## src/cds_params.svh

```systemverilog
`ifndef CDS_PARAMS_SVH
`define CDS_PARAMS_SVH

// register byte offsets
`define CDS_OFS_MODE     8'h00
`define CDS_OFS_NETCFG   8'h04
`define CDS_OFS_KSPD     8'h08
`define CDS_OFS_DPARAM   8'h0c
`define CDS_OFS_STATUS   8'h10
`define CDS_OFS_NETCMD   8'h14

// reset values
`define CDS_RST_MODE     3'h0
`define CDS_RST_NETCFG   4'h8
`define CDS_RST_KSPD     16'h0000
`define CDS_RST_DPARAM   32'h0000_0000

// net config field positions
`define CDS_NC_SPD       0
`define CDS_NC_START     1
`define CDS_NC_STARTUP   2
`define CDS_NC_STOPALL   3

// status field positions
`define CDS_ST_RUN       4
`define CDS_ST_REV       5
`define CDS_ST_HALT      6
`define CDS_ST_REJ       7

// mode-select parameter values
`define CDS_MS_TOGGLE    3'h0
`define CDS_MS_KEYPAD    3'h1
`define CDS_MS_TERM      3'h2
`define CDS_MS_COMB1     3'h3
`define CDS_MS_COMB2     3'h4
`define CDS_MS_SW6       3'h6
`define CDS_MS_SW7       3'h7

// network mode-change targets
`define CDS_REQ_TERM     2'h0
`define CDS_REQ_KEYPAD   2'h1
`define CDS_REQ_NET      2'h2

// number of network links
`define CDS_NET_LINKS    3

`endif

```

## src/cds_pkg.sv

```systemverilog
package cds_pkg;
    // operation mode state
    typedef enum logic [2:0] {
        MD_TERMINAL, MD_KEYPAD, MD_NETWORK, MD_COMB1, MD_COMB2
    } cds_mode_t;

    // control terminal bits
    typedef struct packed {
        logic       fwd_start_in;
        logic       rev_start_in;
        logic       jog_in;
        logic [3:0] preset_speed_inputs;
        logic       current_input_enable;
        logic       loop_control_enable;
    } cds_term_t;

    // terminal-side speed values
    typedef struct packed {
        logic [15:0] analog_v;
        logic [15:0] analog_i;
        logic [15:0] loop;
        logic [15:0] preset;
        logic [15:0] jog;
    } cds_tspd_t;

    // keypad and handheld keys, one-cycle pulses
    typedef struct packed {
        logic mode_toggle_key;
        logic run_key;
        logic fwd_key;
        logic rev_key;
        logic stop_key;
    } cds_key_t;

    // one network message
    typedef struct packed {
        logic        valid;
        logic        run;
        logic        rev;
        logic [15:0] speed;
        logic        mode_req;
        logic [1:0]  mode_to;
    } cds_net_t;

    // drive command
    typedef struct packed {
        logic        run;
        logic        rev;
        logic [15:0] speed;
    } cds_cmd_t;
endpackage

```

## src/cds_cfg_reg.sv

```systemverilog
module cds_cfg_reg #(
    parameter int          W       = 8,
    parameter logic [W-1:0] RST_VAL = '0
) (
    // clock and reset
    input  wire logic         clk,
    input  wire logic         rst,
    // write port
    input  wire logic         we,
    input  wire logic [W-1:0] d,
    // stored value
    output logic      [W-1:0] q
);
    logic [W-1:0] q_next;

    // load on write
    always_comb begin
        q_next = q;
        if (we) begin
            q_next = d;
        end
    end

    always_ff @(posedge clk) begin
        if (rst) begin
            q <= RST_VAL;
        end else begin
            q <= q_next;
        end
    end
endmodule // cds_cfg_reg

```

## src/cds_ahb_slv.sv

```systemverilog
module cds_ahb_slv (
    // clock and reset
    input  wire logic        clk,
    input  wire logic        rst,
    // ahb-lite slave side
    input  wire logic        hsel,
    input  wire logic [31:0] haddr,
    input  wire logic [1:0]  htrans,
    input  wire logic        hwrite,
    input  wire logic [2:0]  hsize,
    input  wire logic [31:0] hwdata,
    input  wire logic        hready,
    output logic      [31:0] hrdata,
    output logic             hreadyout,
    output logic             hresp,
    // register file side
    output logic             wr_en,
    output logic      [7:0]  reg_addr,
    output logic      [31:0] wr_data,
    input  wire logic [31:0] rd_data
);
    logic        take;
    logic        wr_pend_reg, wr_pend_next;
    logic        rd_pend_reg, rd_pend_next;
    logic        rd_done_reg, rd_done_next;
    logic        ok_reg, ok_next;
    logic [7:0]  addr_reg, addr_next;
    logic [31:0] hrdata_next;

    // address phase accept; only word accesses are mapped
    assign take = hsel & htrans[1] & hready;

    always_comb begin
        wr_pend_next = take & hwrite;
        rd_pend_next = take ? ~hwrite : (rd_pend_reg & ~rd_done_reg);
        rd_done_next = take ? 1'b0 : (rd_pend_reg & ~rd_done_reg);
        addr_next    = take ? haddr[7:0] : addr_reg;
        ok_next      = take ? ((haddr[31:8] == 24'h0) &&
                               (haddr[1:0] == 2'h0) &&
                               (hsize == 3'h2)) : ok_reg;
        hrdata_next  = hrdata;
        if (rd_pend_reg && !rd_done_reg) begin
            hrdata_next = ok_reg ? rd_data : 32'h0;
        end
    end

    always_ff @(posedge clk) begin
        if (rst) begin
            wr_pend_reg <= 1'b0;
            rd_pend_reg <= 1'b0;
            rd_done_reg <= 1'b0;
            ok_reg      <= 1'b0;
            addr_reg    <= 8'h0;
            hrdata      <= 32'h0;
        end else begin
            wr_pend_reg <= wr_pend_next;
            rd_pend_reg <= rd_pend_next;
            rd_done_reg <= rd_done_next;
            ok_reg      <= ok_next;
            addr_reg    <= addr_next;
            hrdata      <= hrdata_next;
        end
    end

    // reads take one wait state, writes none
    assign hreadyout = ~(rd_pend_reg & ~rd_done_reg);
    assign hresp     = 1'b0;
    assign wr_en     = wr_pend_reg & ok_reg;
    assign reg_addr  = addr_reg;
    assign wr_data   = hwdata;
endmodule // cds_ahb_slv

```

## src/cds_cmd_select.sv

```systemverilog
// The implementer's own choices: the AHB-Lite register port and the placing of the registers.
`include "cds_params.svh"

// Notes on behaviour
// - mode-select 0 or 2 starts in terminal mode at power-on.
// - mode-select 2 locks terminal mode; only network switch still allowed.
// - mode-select 0 toggles terminal and keypad mode on toggle key.
// - terminal mode: run from start inputs, speed from analog/preset/jog.
// - terminal mode rejects writes to protected parameters.
// - mode-select 3: run from start inputs, speed digital keypad value.
// - mode-select 4: run from keypad keys, speed from terminal inputs.
// - mode-select 1 locks keypad mode for run and speed.
// - network, speed source 1: terminal run, network speed.
// - network, start source 1: network run, terminal speed.
// - startup 1 without redirection: run and speed from network.
// - stop key halts drive in every mode by default.
// - mode changes come from keypad or network instruction.
// - network commands via serial, ethernet or option link.
// - mode-select accepts 0-4, 6, 7 only; defaults to 0.
// - mode 3 speed priority: preset, loop, current input, keypad.
module cds_cmd_select (
    // clock and reset
    input  wire logic                MCLK,
    input  wire logic                RST,
    // ahb-lite register bus
    input  wire logic                HSEL,
    input  wire logic [31:0]         HADDR,
    input  wire logic [1:0]          HTRANS,
    input  wire logic                HWRITE,
    input  wire logic [2:0]          HSIZE,
    input  wire logic [31:0]         HWDATA,
    input  wire logic                HREADY,
    output logic      [31:0]         HRDATA,
    output logic                     HREADYOUT,
    output logic                     HRESP,
    // control terminals and keypad
    input  cds_pkg::cds_term_t       TERM,
    input  cds_pkg::cds_tspd_t       TSPD,
    input  cds_pkg::cds_key_t        KEYS,
    // network links: 0 serial, 1 ethernet, 2 option
    input  cds_pkg::cds_net_t        NET_MSG [`CDS_NET_LINKS],
    // drive command and active mode
    output cds_pkg::cds_cmd_t        CMD,
    output cds_pkg::cds_mode_t       MODE
);
    import cds_pkg::*;

    logic        wr_en;
    logic [7:0]  reg_addr;
    logic [31:0] wr_data;
    logic [31:0] rd_data;
    logic [2:0]  mode_sel;
    logic [3:0]  net_cfg;
    logic [15:0] kp_speed;
    logic [31:0] drive_param;
    logic        mode_we, cfg_we, kspd_we, dpar_we;
    logic        mode_legal, dpar_hit;
    logic        rej_reg, rej_next;
    cds_mode_t   mode_reg, mode_next;
    cds_cmd_t    net_reg, net_next;
    cds_cmd_t    cmd_next;
    logic        req_v;
    logic [1:0]  req_to;
    logic        kp_run_reg, kp_run_next;
    logic        kp_rev_reg, kp_rev_next;
    logic        halt_reg, halt_next;
    logic        term_run, term_rev;
    logic [15:0] term_spd, comb1_spd;
    logic        src_run, src_rev;
    logic [15:0] src_spd;

    // bus front end
    cds_ahb_slv u_bus (
        .clk       (MCLK),
        .rst       (RST),
        .hsel      (HSEL),
        .haddr     (HADDR),
        .htrans    (HTRANS),
        .hwrite    (HWRITE),
        .hsize     (HSIZE),
        .hwdata    (HWDATA),
        .hready    (HREADY),
        .hrdata    (HRDATA),
        .hreadyout (HREADYOUT),
        .hresp     (HRESP),
        .wr_en     (wr_en),
        .reg_addr  (reg_addr),
        .wr_data   (wr_data),
        .rd_data   (rd_data)
    );

    // write decode and legality
    always_comb begin
        mode_legal = (wr_data[31:3] == 29'h0) &&
                     (wr_data[2:0] != 3'h5);
        mode_we = wr_en && (reg_addr == `CDS_OFS_MODE) && mode_legal;
        cfg_we  = wr_en && (reg_addr == `CDS_OFS_NETCFG);
        kspd_we = wr_en && (reg_addr == `CDS_OFS_KSPD);
        dpar_hit = wr_en && (reg_addr == `CDS_OFS_DPARAM);
        dpar_we = dpar_hit && (mode_reg != MD_TERMINAL);
    end

    // configuration registers
    cds_cfg_reg #(.W(3), .RST_VAL(`CDS_RST_MODE)) u_mode (
        .clk (MCLK), .rst (RST), .we (mode_we), .d (wr_data[2:0]),
        .q   (mode_sel));

    cds_cfg_reg #(.W(4), .RST_VAL(`CDS_RST_NETCFG)) u_netcfg (
        .clk (MCLK), .rst (RST), .we (cfg_we), .d (wr_data[3:0]),
        .q   (net_cfg));

    cds_cfg_reg #(.W(16), .RST_VAL(`CDS_RST_KSPD)) u_kspd (
        .clk (MCLK), .rst (RST), .we (kspd_we), .d (wr_data[15:0]),
        .q   (kp_speed));

    cds_cfg_reg #(.W(32), .RST_VAL(`CDS_RST_DPARAM)) u_dpar (
        .clk (MCLK), .rst (RST), .we (dpar_we), .d (wr_data),
        .q   (drive_param));

    // sticky write-reject flag; set wins over clear
    always_comb begin
        rej_next = rej_reg;
        if (wr_en && (reg_addr == `CDS_OFS_STATUS) &&
            wr_data[`CDS_ST_REJ]) begin
            rej_next = 1'b0;
        end
        if (dpar_hit && !dpar_we) begin
            rej_next = 1'b1;
        end
    end

    // read mux
    always_comb begin
        rd_data = 32'h0;
        case (reg_addr)
            `CDS_OFS_MODE:   rd_data = {29'h0, mode_sel};
            `CDS_OFS_NETCFG: rd_data = {28'h0, net_cfg};
            `CDS_OFS_KSPD:   rd_data = {16'h0, kp_speed};
            `CDS_OFS_DPARAM: rd_data = drive_param;
            `CDS_OFS_STATUS: rd_data = {CMD.speed, 8'h0, rej_reg,
                                        halt_reg, CMD.rev, CMD.run,
                                        1'b0, mode_reg};
            `CDS_OFS_NETCMD: rd_data = {net_reg.speed, 14'h0,
                                        net_reg.rev, net_reg.run};
            default:         rd_data = 32'h0;
        endcase
    end

    // mode that a mode-select value starts in
    function automatic cds_mode_t start_mode(input logic [2:0] sel,
                                             input logic startup);
        cds_mode_t m;
        case (sel)
            `CDS_MS_KEYPAD: m = MD_KEYPAD;
            `CDS_MS_COMB1:  m = MD_COMB1;
            `CDS_MS_COMB2:  m = MD_COMB2;
            default:        m = startup ? MD_NETWORK
                                        : MD_TERMINAL;
        endcase
        return m;
    endfunction

    // network links: lowest index wins, latch last command
    always_comb begin
        net_next = net_reg;
        req_v    = 1'b0;
        req_to   = `CDS_REQ_TERM;
        for (int i = `CDS_NET_LINKS - 1; i >= 0; i--) begin
            if (NET_MSG[i].valid) begin
                net_next.run   = NET_MSG[i].run;
                net_next.rev   = NET_MSG[i].rev;
                net_next.speed = NET_MSG[i].speed;
                req_v          = NET_MSG[i].mode_req;
                req_to         = NET_MSG[i].mode_to;
            end
        end
        if (mode_reg != MD_NETWORK) begin
            net_next.run = 1'b0;
        end
    end

    // operation mode state machine
    always_comb begin
        mode_next = mode_reg;
        if (mode_we) begin
            mode_next = start_mode(wr_data[2:0],
                                   net_cfg[`CDS_NC_STARTUP]);
        end else if (req_v) begin
            case (mode_sel)
                `CDS_MS_TERM: begin
                    if (req_to == `CDS_REQ_NET) begin
                        mode_next = MD_NETWORK;
                    end else if (req_to == `CDS_REQ_TERM) begin
                        mode_next = MD_TERMINAL;
                    end
                end
                `CDS_MS_TOGGLE, `CDS_MS_SW6, `CDS_MS_SW7: begin
                    case (req_to)
                        `CDS_REQ_NET:    mode_next = MD_NETWORK;
                        `CDS_REQ_KEYPAD: mode_next = MD_KEYPAD;
                        `CDS_REQ_TERM:   mode_next = MD_TERMINAL;
                        default:         mode_next = mode_reg;
                    endcase
                end
                default: mode_next = mode_reg;
            endcase
        end else if (KEYS.mode_toggle_key &&
                     ((mode_sel == `CDS_MS_TOGGLE) ||
                      (mode_sel == `CDS_MS_SW6) ||
                      (mode_sel == `CDS_MS_SW7))) begin
            if (mode_reg == MD_TERMINAL) begin
                mode_next = MD_KEYPAD;
            end else if (mode_reg == MD_KEYPAD) begin
                mode_next = MD_TERMINAL;
            end
        end
    end

    // keypad run latch: run/handheld_dir_keys keys start, stop key ends
    always_comb begin
        kp_run_next = kp_run_reg;
        kp_rev_next = kp_rev_reg;
        if (KEYS.fwd_key || KEYS.run_key) begin
            kp_run_next = 1'b1;
            kp_rev_next = KEYS.run_key ? kp_rev_reg : 1'b0;
        end
        if (KEYS.rev_key) begin
            kp_run_next = 1'b1;
            kp_rev_next = 1'b1;
        end
        if (KEYS.stop_key) begin
            kp_run_next = 1'b0;
        end
    end

    // terminal and combined-mode sources
    always_comb begin
        term_run = TERM.fwd_start_in ^ TERM.rev_start_in;
        term_rev = TERM.rev_start_in & ~TERM.fwd_start_in;
        if (TERM.preset_speed_inputs != 4'h0) begin
            term_spd = TSPD.preset;
        end else if (TERM.jog_in) begin
            term_spd = TSPD.jog;
        end else if (TERM.current_input_enable) begin
            term_spd = TSPD.analog_i;
        end else begin
            term_spd = TSPD.analog_v;
        end
        if (TERM.preset_speed_inputs != 4'h0) begin
            comb1_spd = TSPD.preset;
        end else if (TERM.loop_control_enable) begin
            comb1_spd = TSPD.loop;
        end else if (TERM.current_input_enable) begin
            comb1_spd = TSPD.analog_i;
        end else begin
            comb1_spd = kp_speed;
        end
    end

    // command multiplexers steered by the mode state
    always_comb begin
        src_run = term_run;
        src_rev = term_rev;
        src_spd = term_spd;
        case (mode_reg)
            MD_TERMINAL: src_spd = term_spd;
            MD_KEYPAD: begin
                src_run = kp_run_reg;
                src_rev = kp_rev_reg;
                src_spd = kp_speed;
            end
            MD_COMB1:    src_spd = comb1_spd;
            MD_COMB2: begin
                src_run = kp_run_reg;
                src_rev = kp_rev_reg;
            end
            MD_NETWORK: begin
                if (net_cfg[`CDS_NC_SPD] &&
                    !net_cfg[`CDS_NC_START]) begin
                    src_spd = net_reg.speed;
                end else if (net_cfg[`CDS_NC_START] &&
                             !net_cfg[`CDS_NC_SPD]) begin
                    src_run = net_reg.run;
                    src_rev = net_reg.rev;
                end else begin
                    src_run = net_reg.run;
                    src_rev = net_reg.rev;
                    src_spd = net_reg.speed;
                end
            end
            default: begin
                src_run = 1'b0;
            end
        endcase
    end

    // stop-key halt; release needs the run source to drop
    always_comb begin
        halt_next = halt_reg;
        if (!src_run) begin
            halt_next = 1'b0;
        end
        if (KEYS.stop_key && (net_cfg[`CDS_NC_STOPALL] ||
                              (mode_reg == MD_KEYPAD))) begin
            halt_next = 1'b1;
        end
        cmd_next.run   = src_run & ~halt_next;
        cmd_next.rev   = src_rev;
        cmd_next.speed = src_spd;
    end

    // state registers
    always_ff @(posedge MCLK) begin
        if (RST) begin
            mode_reg   <= MD_TERMINAL;
            net_reg    <= '0;
            kp_run_reg <= 1'b0;
            kp_rev_reg <= 1'b0;
            halt_reg   <= 1'b0;
            rej_reg    <= 1'b0;
            CMD        <= '0;
        end else begin
            mode_reg   <= mode_next;
            net_reg    <= net_next;
            kp_run_reg <= kp_run_next;
            kp_rev_reg <= kp_rev_next;
            halt_reg   <= halt_next;
            rej_reg    <= rej_next;
            CMD        <= cmd_next;
        end
    end

    assign MODE = mode_reg;
endmodule // cds_cmd_select

```

## config.mk

```make
export PLATFORM = sky130hd
export DESIGN_NAME = cds_cmd_select
export DESIGN_NICKNAME = d
export VERILOG_FILES = /design/src/cds_pkg.sv /design/src/cds_cfg_reg.sv /design/src/cds_ahb_slv.sv /design/src/cds_cmd_select.sv
export VERILOG_INCLUDE_DIRS = /design/src
export SDC_FILE = /design/constraint.sdc
export NUM_CORES = 1
export LEC_CHECK = 0
export ABC_AREA = 1
export BUFFER_PORTS_ARGS = -buffer_cell sky130_fd_sc_hd__buf_2
export CORE_ASPECT_RATIO = 1.75
export CORE_UTILIZATION = 29
export CTS_CLUSTER_DIAMETER = 50
export CTS_CLUSTER_SIZE = 25
export DETAILED_ROUTE_END_ITERATION = 10
export PLACE_DENSITY = 0.57
export SETUP_SLACK_MARGIN = 0.4
export SYNTH_ARGS = -nofsm -noshare
export SYNTH_HDL_FRONTEND = slang
export SYNTH_SLANG_ARGS = --single-unit
```

## constraint.sdc

```tcl
create_clock -name MCLK -period 1.7 [get_ports MCLK]
set_clock_uncertainty 0.05 [all_clocks]
set_input_delay 0.17 -clock MCLK [delete_from_list [all_inputs] [get_ports MCLK]]
set_output_delay 0.17 -clock MCLK [all_outputs]
set_load 0.02 [all_outputs]
```

* Yosys cells after proc, flatten, opt, wreduce, memory -nomap -nowiden
Cells that the tools add are included. W data, S select, Z words.
Storage, ports and cells: register bits 142, logic and storage cells 150
Cells by class: mux-type cells 45, equal/unequal tests 24, bitwise gates (word level) 13, reduce and logical (&&, ||, !) cells 47
Operator list (number):
- $pmux W32 S6 | 1
- $mux W16 | 8
- $mux W18 | 3
- $pmux W16 S3 | 1
- $mux W32 | 1
- $logic_not A29 Y1 | 1
- $logic_not A24 Y1 | 1
- $mux W3 | 7
- $pmux W3 S3 | 2
- $logic_and A1 B1 Y1 | 17
- $eq A8 B4 Y1 const B | 2
- $eq A8 B5 Y1 const B | 2
- $eq A3 B2 Y1 const B | 5
- $mux W1 | 15
- $eq A3 B3 Y1 const B | 4
- $reduce_or A2 Y1 | 5
- $reduce_bool A3 Y1 | 3
- $eq A8 B3 Y1 const B | 1
- $logic_not A8 Y1 | 1
- $mux W2 | 4
- $reduce_bool A4 Y1 | 2
- $and A1 B1 Y1 | 7
- $eq A3 B1 Y1 const B | 2
- $logic_not A3 Y1 | 2
- other kinds (20) | 32

* Depth between registers and ports, before layout
word-level depth 9, depth in mapped cells 15, depth with buffers taken out 14

* Hierarchy
Synthesis repeated with hierarchy kept, for this count alone.
Second synthesis, totals: cells, all modules 1378, area, all modules 8683.3 um^2
By module, submodules not included:
- cds_cmd_select | times used 1, seq. area each 860.8 um^2, cells each 771, area each 4398.0 um^2
- cds_ahb_slv | times used 1, seq. area each 880.8 um^2, cells each 259, area each 1980.6 um^2
- cds_cfg_reg at u_dpar | times used 1, seq. area each 640.6 um^2, cells each 203, area each 1338.8 um^2
- cds_cfg_reg at u_kspd | times used 1, seq. area each 320.3 um^2, cells each 101, area each 670.6 um^2
- cds_cfg_reg at u_netcfg | times used 1, seq. area each 80.1 um^2, cells each 25, area each 175.2 um^2
- cds_cfg_reg at u_mode | times used 1, seq. area each 60.1 um^2, cells each 19, area each 120.1 um^2

* Worst setup path before layout
No wires, ideal clock.
path type in2reg, from input NET_MSG[43] (netlist bit), to register mode_reg[1], in the netlist MODE[1], arrival 1.676 ns, library setup time 0.064 ns, path buffers 1, path slack -0.090 ns, data required time 1.586 ns, stages on the path 13, path through inv_1 > clkbuf_1 > nand3_1 > nand2_1 > o21a_1 > inv_1 > ha_1 > or2_2 > o21ai_0 > nand3_1 > nand2_1 > nor2_1 > nor2_1
Between the ends: word-level cells in the longest chain between the ends 7, elaborated cells between the ends (all ways) 18
RTL lines:
- start, declared | RTL line cds_cmd_select.sv:41 | input cds_pkg::cds_net_t NET_MSG [`CDS_NET_LINKS],
- $mux W2 (2 in series) | RTL line cds_cmd_select.sv:169 | if (NET_MSG[i].valid) begin
- $eq A2 B1 Y1 (tied with other cells) | RTL line cds_cmd_select.sv:198 | case (req_to)
- $pmux W3 S3 / $mux W3 (equally long branches) | RTL line cds_cmd_select.sv:198, cds_cmd_select.sv:191
- $pmux W3 S2 | RTL line cds_cmd_select.sv:189 | case (mode_sel)
- $mux W3 | RTL line cds_cmd_select.sv:188 | end else if (req_v) begin
- $mux W3 | RTL line cds_cmd_select.sv:185 | if (mode_we) begin
- end signal, assigned | RTL line cds_cmd_select.sv:323 | mode_reg <= mode_next;
- end, declared | RTL line cds_cmd_select.sv:59 | cds_mode_t mode_reg, mode_next;
Several ways; a longest one is shown, not always the timed one. The select of a mux whose other input is x is not followed. A chain may end at the register's enable or synchronous reset.

* Worst setup path after layout
from register u_bus.addr_reg[3], in the netlist u_bus.reg_addr[3], to register u_dpar.q[26]
Between the ends: word-level cells in the longest chain between the ends 3
RTL lines:
- start, declared | RTL line cds_ahb_slv.sv:27 | logic [7:0] addr_reg, addr_next;
- start signal, assigned | RTL line cds_ahb_slv.sv:60 | addr_reg <= addr_next;
- $eq A8 B4 Y1
- $logic_and A1 B1 Y1 | RTL line cds_cmd_select.sv:99 | dpar_hit = wr_en && (reg_addr == `CDS_OFS_DPARAM);
- $logic_and A1 B1 Y1 | RTL line cds_cmd_select.sv:100 | dpar_we = dpar_hit && (mode_reg != MD_TERMINAL);
- end signal, assigned | RTL line cds_cfg_reg.sv:28 | q <= q_next;
- end, declared | RTL line cds_cfg_reg.sv:12 | output logic [W-1:0] q
No other way between the ends.

==> metrics.md <==
| Metric | Value |
|---|---|
| Status | complete, but fails checks |
| Failing checks | design-rule violations |
| Flop2flop setup slack | just over 30 ps |
| Commonest cells post-synth | nand2_1 (310), a21oi_1 (144), dfxtp_1 (142) |
| First-pass GRT wire length | between 50 and 60 mm |
| Port Buffers | ~290 |
| Die area | about 0.027 mm^2 |
| Core area | 0.02606 mm^2 |
| Final hold vios | 0 |
| Power Density | about 720 mW/mm^2 |
| Area leader, netlist | dfxtp_1 |
| Total GRT Usage | 25.02% |
| Total Power | 9513 uW |
| Compound-cell area share of the yosys netlist | roughly a quarter |
| Layout Area Growth over Synthesis | 70.40% |
| Worst-margin pin slew | 653.4 ps |
| LEAKAGE | a little under 0.006 uW |
| Unrepaired setup endpoints after global routing | yes |
| Register area share after synthesis | a little under two fifths |
| First DRT Iteration DRCs | about 530 |
| Clock slew at reported path FFs | about 60 ps |
| CTS H-tree depth | 4 |
| Post-route DRC violation count | 17 |
| Layout cells sized above 1 | ~41% |
| Post-Route WL | 35.81 mm |
| RR Startpoint | u_bus.reg_addr[3] |
| Worst Hold Launch | NET_MSG[41] |
| Mux cell area share after synthesis | 0% |
| F_max | 599.0 MHz |
| Largest family of logic cells by synthesized area | simple AND/OR/NAND/NOR gates |
| Final core occ | 50.58% |
| Syn Nets | 1,444 |
| Syn Area/Cell | about 6.4 um^2 |
| Post-Syn Area | 0.007735 mm^2 |
| CTS tree | yes |
| Number of flops mapped to enable cells by yosys | 0 |
| Yosys warns | 0 |
| Adder-cell share of the synthesized area | less than 1% |
| Die height | approximately 220 um |
| Gr ovfl total | 0 |
| Fill count | 2,537 |
| Via density | about 5.1 |
| Clock Path Buffers | 2 |
| Tmin final | around 1700 ps |
| Placement row count | between 70 and 80 |
| Synth Area in Simple Gates | roughly 29% |
| Worst rel slew slack | between 50% and 60% |
| GP Congestion | 0.8464 |
| Crit-path max FO | 6 |
| Crit start category | flop |
| Number of global-route vias before repair | roughly 10,000 |
| Hold path depth | 3 |
| CP max stage delay | about 370 ps |
| Slowest-stage cell, CP | dfxtp_4 |
| ANT nets after route | 0 |
| Count leader, synth | nand2_1 |
| Root Driver | clkbuf_16 |
| Final Setup Violations | 0 |
| Synth Area in XOR/XNOR | 0% |
| Hpwl dp | around 25 mm |
| Worst path bufs/invs | 3 |
| Max cap viols | 0 |
| Pin count of the biggest net entering global routing | 70 |
| CTS sink count | between 100 and 150 |
| Primary FF master, synth | dfxtp_1 |
| Regs by FF count | u_bus.hrdata: 32 flops, u_dpar.q: 32 flops |
| Post-synth ARST share | 0% |
| Die X | ~130 um |
| CP arrival | roughly 2000 ps |
| Crit-path cells | inv_4, nor3_4, nand2_4, nor3_4, buf_6, clkbuf_16, o21ai_1, a21oi_1 |
| Number of synthesized register bits | around 140 |
| Final period util | approximately 100% |
| CP most frequent cell | nor3_4 |
| First-pass detailed-route iteration total | 9 |
| Synth cell types | 33 |
| Crit Path Category | reg2reg |
| Final net count | between 1,500 and 2,000 |
| CP endpoint kind | flop |
| CP delay by family, top | simple AND/OR/NAND/NOR gates |
| Total CTS buffers | 17 |
| Yosys top cell area share | a little under two fifths |
| Mapped Cells | approximately 1,200 |
| Worst vdd ir | between 0.5 and 0.6 mV |
| Setup crit start | u_bus.reg_addr[3] |
| Worst hold endpoint | net_reg[16] |
| Worst-Skew Late Latency | roughly 440 ps |
| Initial Util | about 30% |
| Critical path required time | between 2000 and 2500 ps |
| Slew Limit Fails | 0 |
| R2r endpoint | u_dpar.q[26] |
| Total number of vias | between 10,000 and 15,000 |
| Largest cells by area after synthesis | dfxtp_1 (37%), nand2_1 (15%), a21oi_1 (9.3%), o21ai_0 (6.9%), nor2_1 (5.9%) |
| Worst r2r path cells | 8 |
| Antenna violations before repair | 3 |
| I/O pin count | just under 300 |
| Hold WC Path Type | in2reg |
| Wire per inst | about 18 um |
cell usage in the layout (no fill, tap or decap), types with 6 or more instances in the layout:
| cell type | netlist | routed |
|---|---|---|
| nand2_2 | 2 | 32 |
| o211ai_1 | 47 | 47 |
| nand2_4 | 0 | 28 |
| dfxtp_1 | 142 | 127 |
| buf_2 | 20 | 283 |
| buf_12 | 0 | 20 |
| o21ai_2 | 0 | 22 |
| buf_6 | 0 | 31 |
| nor2_1 | 121 | 90 |
| nor2_4 | 0 | 17 |
| dlygate4sd3_1 | 0 | 85 |
| inv_1 | 63 | 52 |
| buf_4 | 4 | 64 |
| nand2_1 | 310 | 252 |
| o21ai_0 | 106 | 75 |
| clkinvlp_4 | 0 | 12 |
| nor2_2 | 1 | 15 |
| a21oi_2 | 0 | 46 |
| o21ai_1 | 51 | 55 |
| clkbuf_16 | 0 | 22 |
| nand3_1 | 66 | 59 |
| a21oi_1 | 144 | 93 |
| dfxtp_2 | 0 | 10 |
| nand4_1 | 8 | 8 |
| or2_2 | 18 | 17 |
| nand3_2 | 0 | 6 |
| a31oi_1 | 19 | 18 |
| inv_2 | 11 | 12 |
stage by stage:
step	hold slack (ps)	TNS, ps	area [um^2]	setup slack, ps	std cells
final	13.67	0	13180	30.48	1990
after CTS	-13.88	0	11880	18.45	1945
after global placement	317.2	-104.4	10010	-53.06	1802
after floorplan	192.8	0	7968	200.5	1206
after global routing	6.447	-247.6	13180	-35.15	1990
after detailed placement	323.1	-203.3	10010	-83.50	1802
where the power goes:
group | total [uW] | switching, uW | internal [uW]
combinational | 2440 | 1310 | 1130
sequential | 3610 | 146 | 3470
clock | 3460 | 1560 | 1900
kinds of logic (layout without fill, tap and decap cells):
family,count (synthesis),after routing
and+or+nand+nor,539,539
AOI/OAI and AO/OA,373,373
buffers and inverters,147,609
DFF,142,142
adders and majority gates,4,4
other,1,3
how the worst max path moves through the flow:
stage                           end  slack [ps]  cells after the start
floorplan              u_dpar.q[10]         200                      8
global placement            MODE[1]         -50                     14
detailed placement          MODE[1]         -80                     14
CTS                    u_dpar.q[17]          20                     10
global route        u_bus.hrdata[2]         -40                      9
finish                 u_dpar.q[26]          30                      8
tightest hold or removal path, delay by kind of cell:
family | cells | cell delay [ps]
buf+inv | 1 | 70
compound gates | 2 | 210
routing by layer:
layer | GRT usage, % | share of wire (%) | up-vias
li1 | - | - | 4980
met1 | 25.50 | 37 | 4625
met2 | 46.80 | 53 | 358
met3 | 4.048 | 4.6 | 110
met4 | 16.22 | 5.4 | 0
met5 | 0 | 0 | -
area by class of cell:
| class | instances | area (um^2) | share of cell area, % |
|---|---|---|---|
| clock inverter | 13 | 90.09 | 0.6835 |
| antenna | 2 | 5.005 | 0.03797 |
| timing repair buffer | 496 | 3780 | 28.68 |
| multi-input combinational | 917 | 5214 | 39.56 |
| clock buffer | 19 | 442.9 | 3.361 |
| tap | 320 | 400.4 | 3.038 |
| timing repair inverter | 6 | 45.04 | 0.3418 |
| sequential | 142 | 2874 | 21.81 |
| inverter | 75 | 329.1 | 2.497 |
timing repair:
action | 4_1_cts | 5_1_grt
pin swaps | 15 | 82
gates cloned | 9 | 6
setup buffers | 17 | 37
hold endpoints to repair | 57 | 0
hold buffers | 85 | 0
gates resized for setup | 68 | 268
endpoints found under the setup margin | 111 | 115
Power figures use the tool's default switching activity.
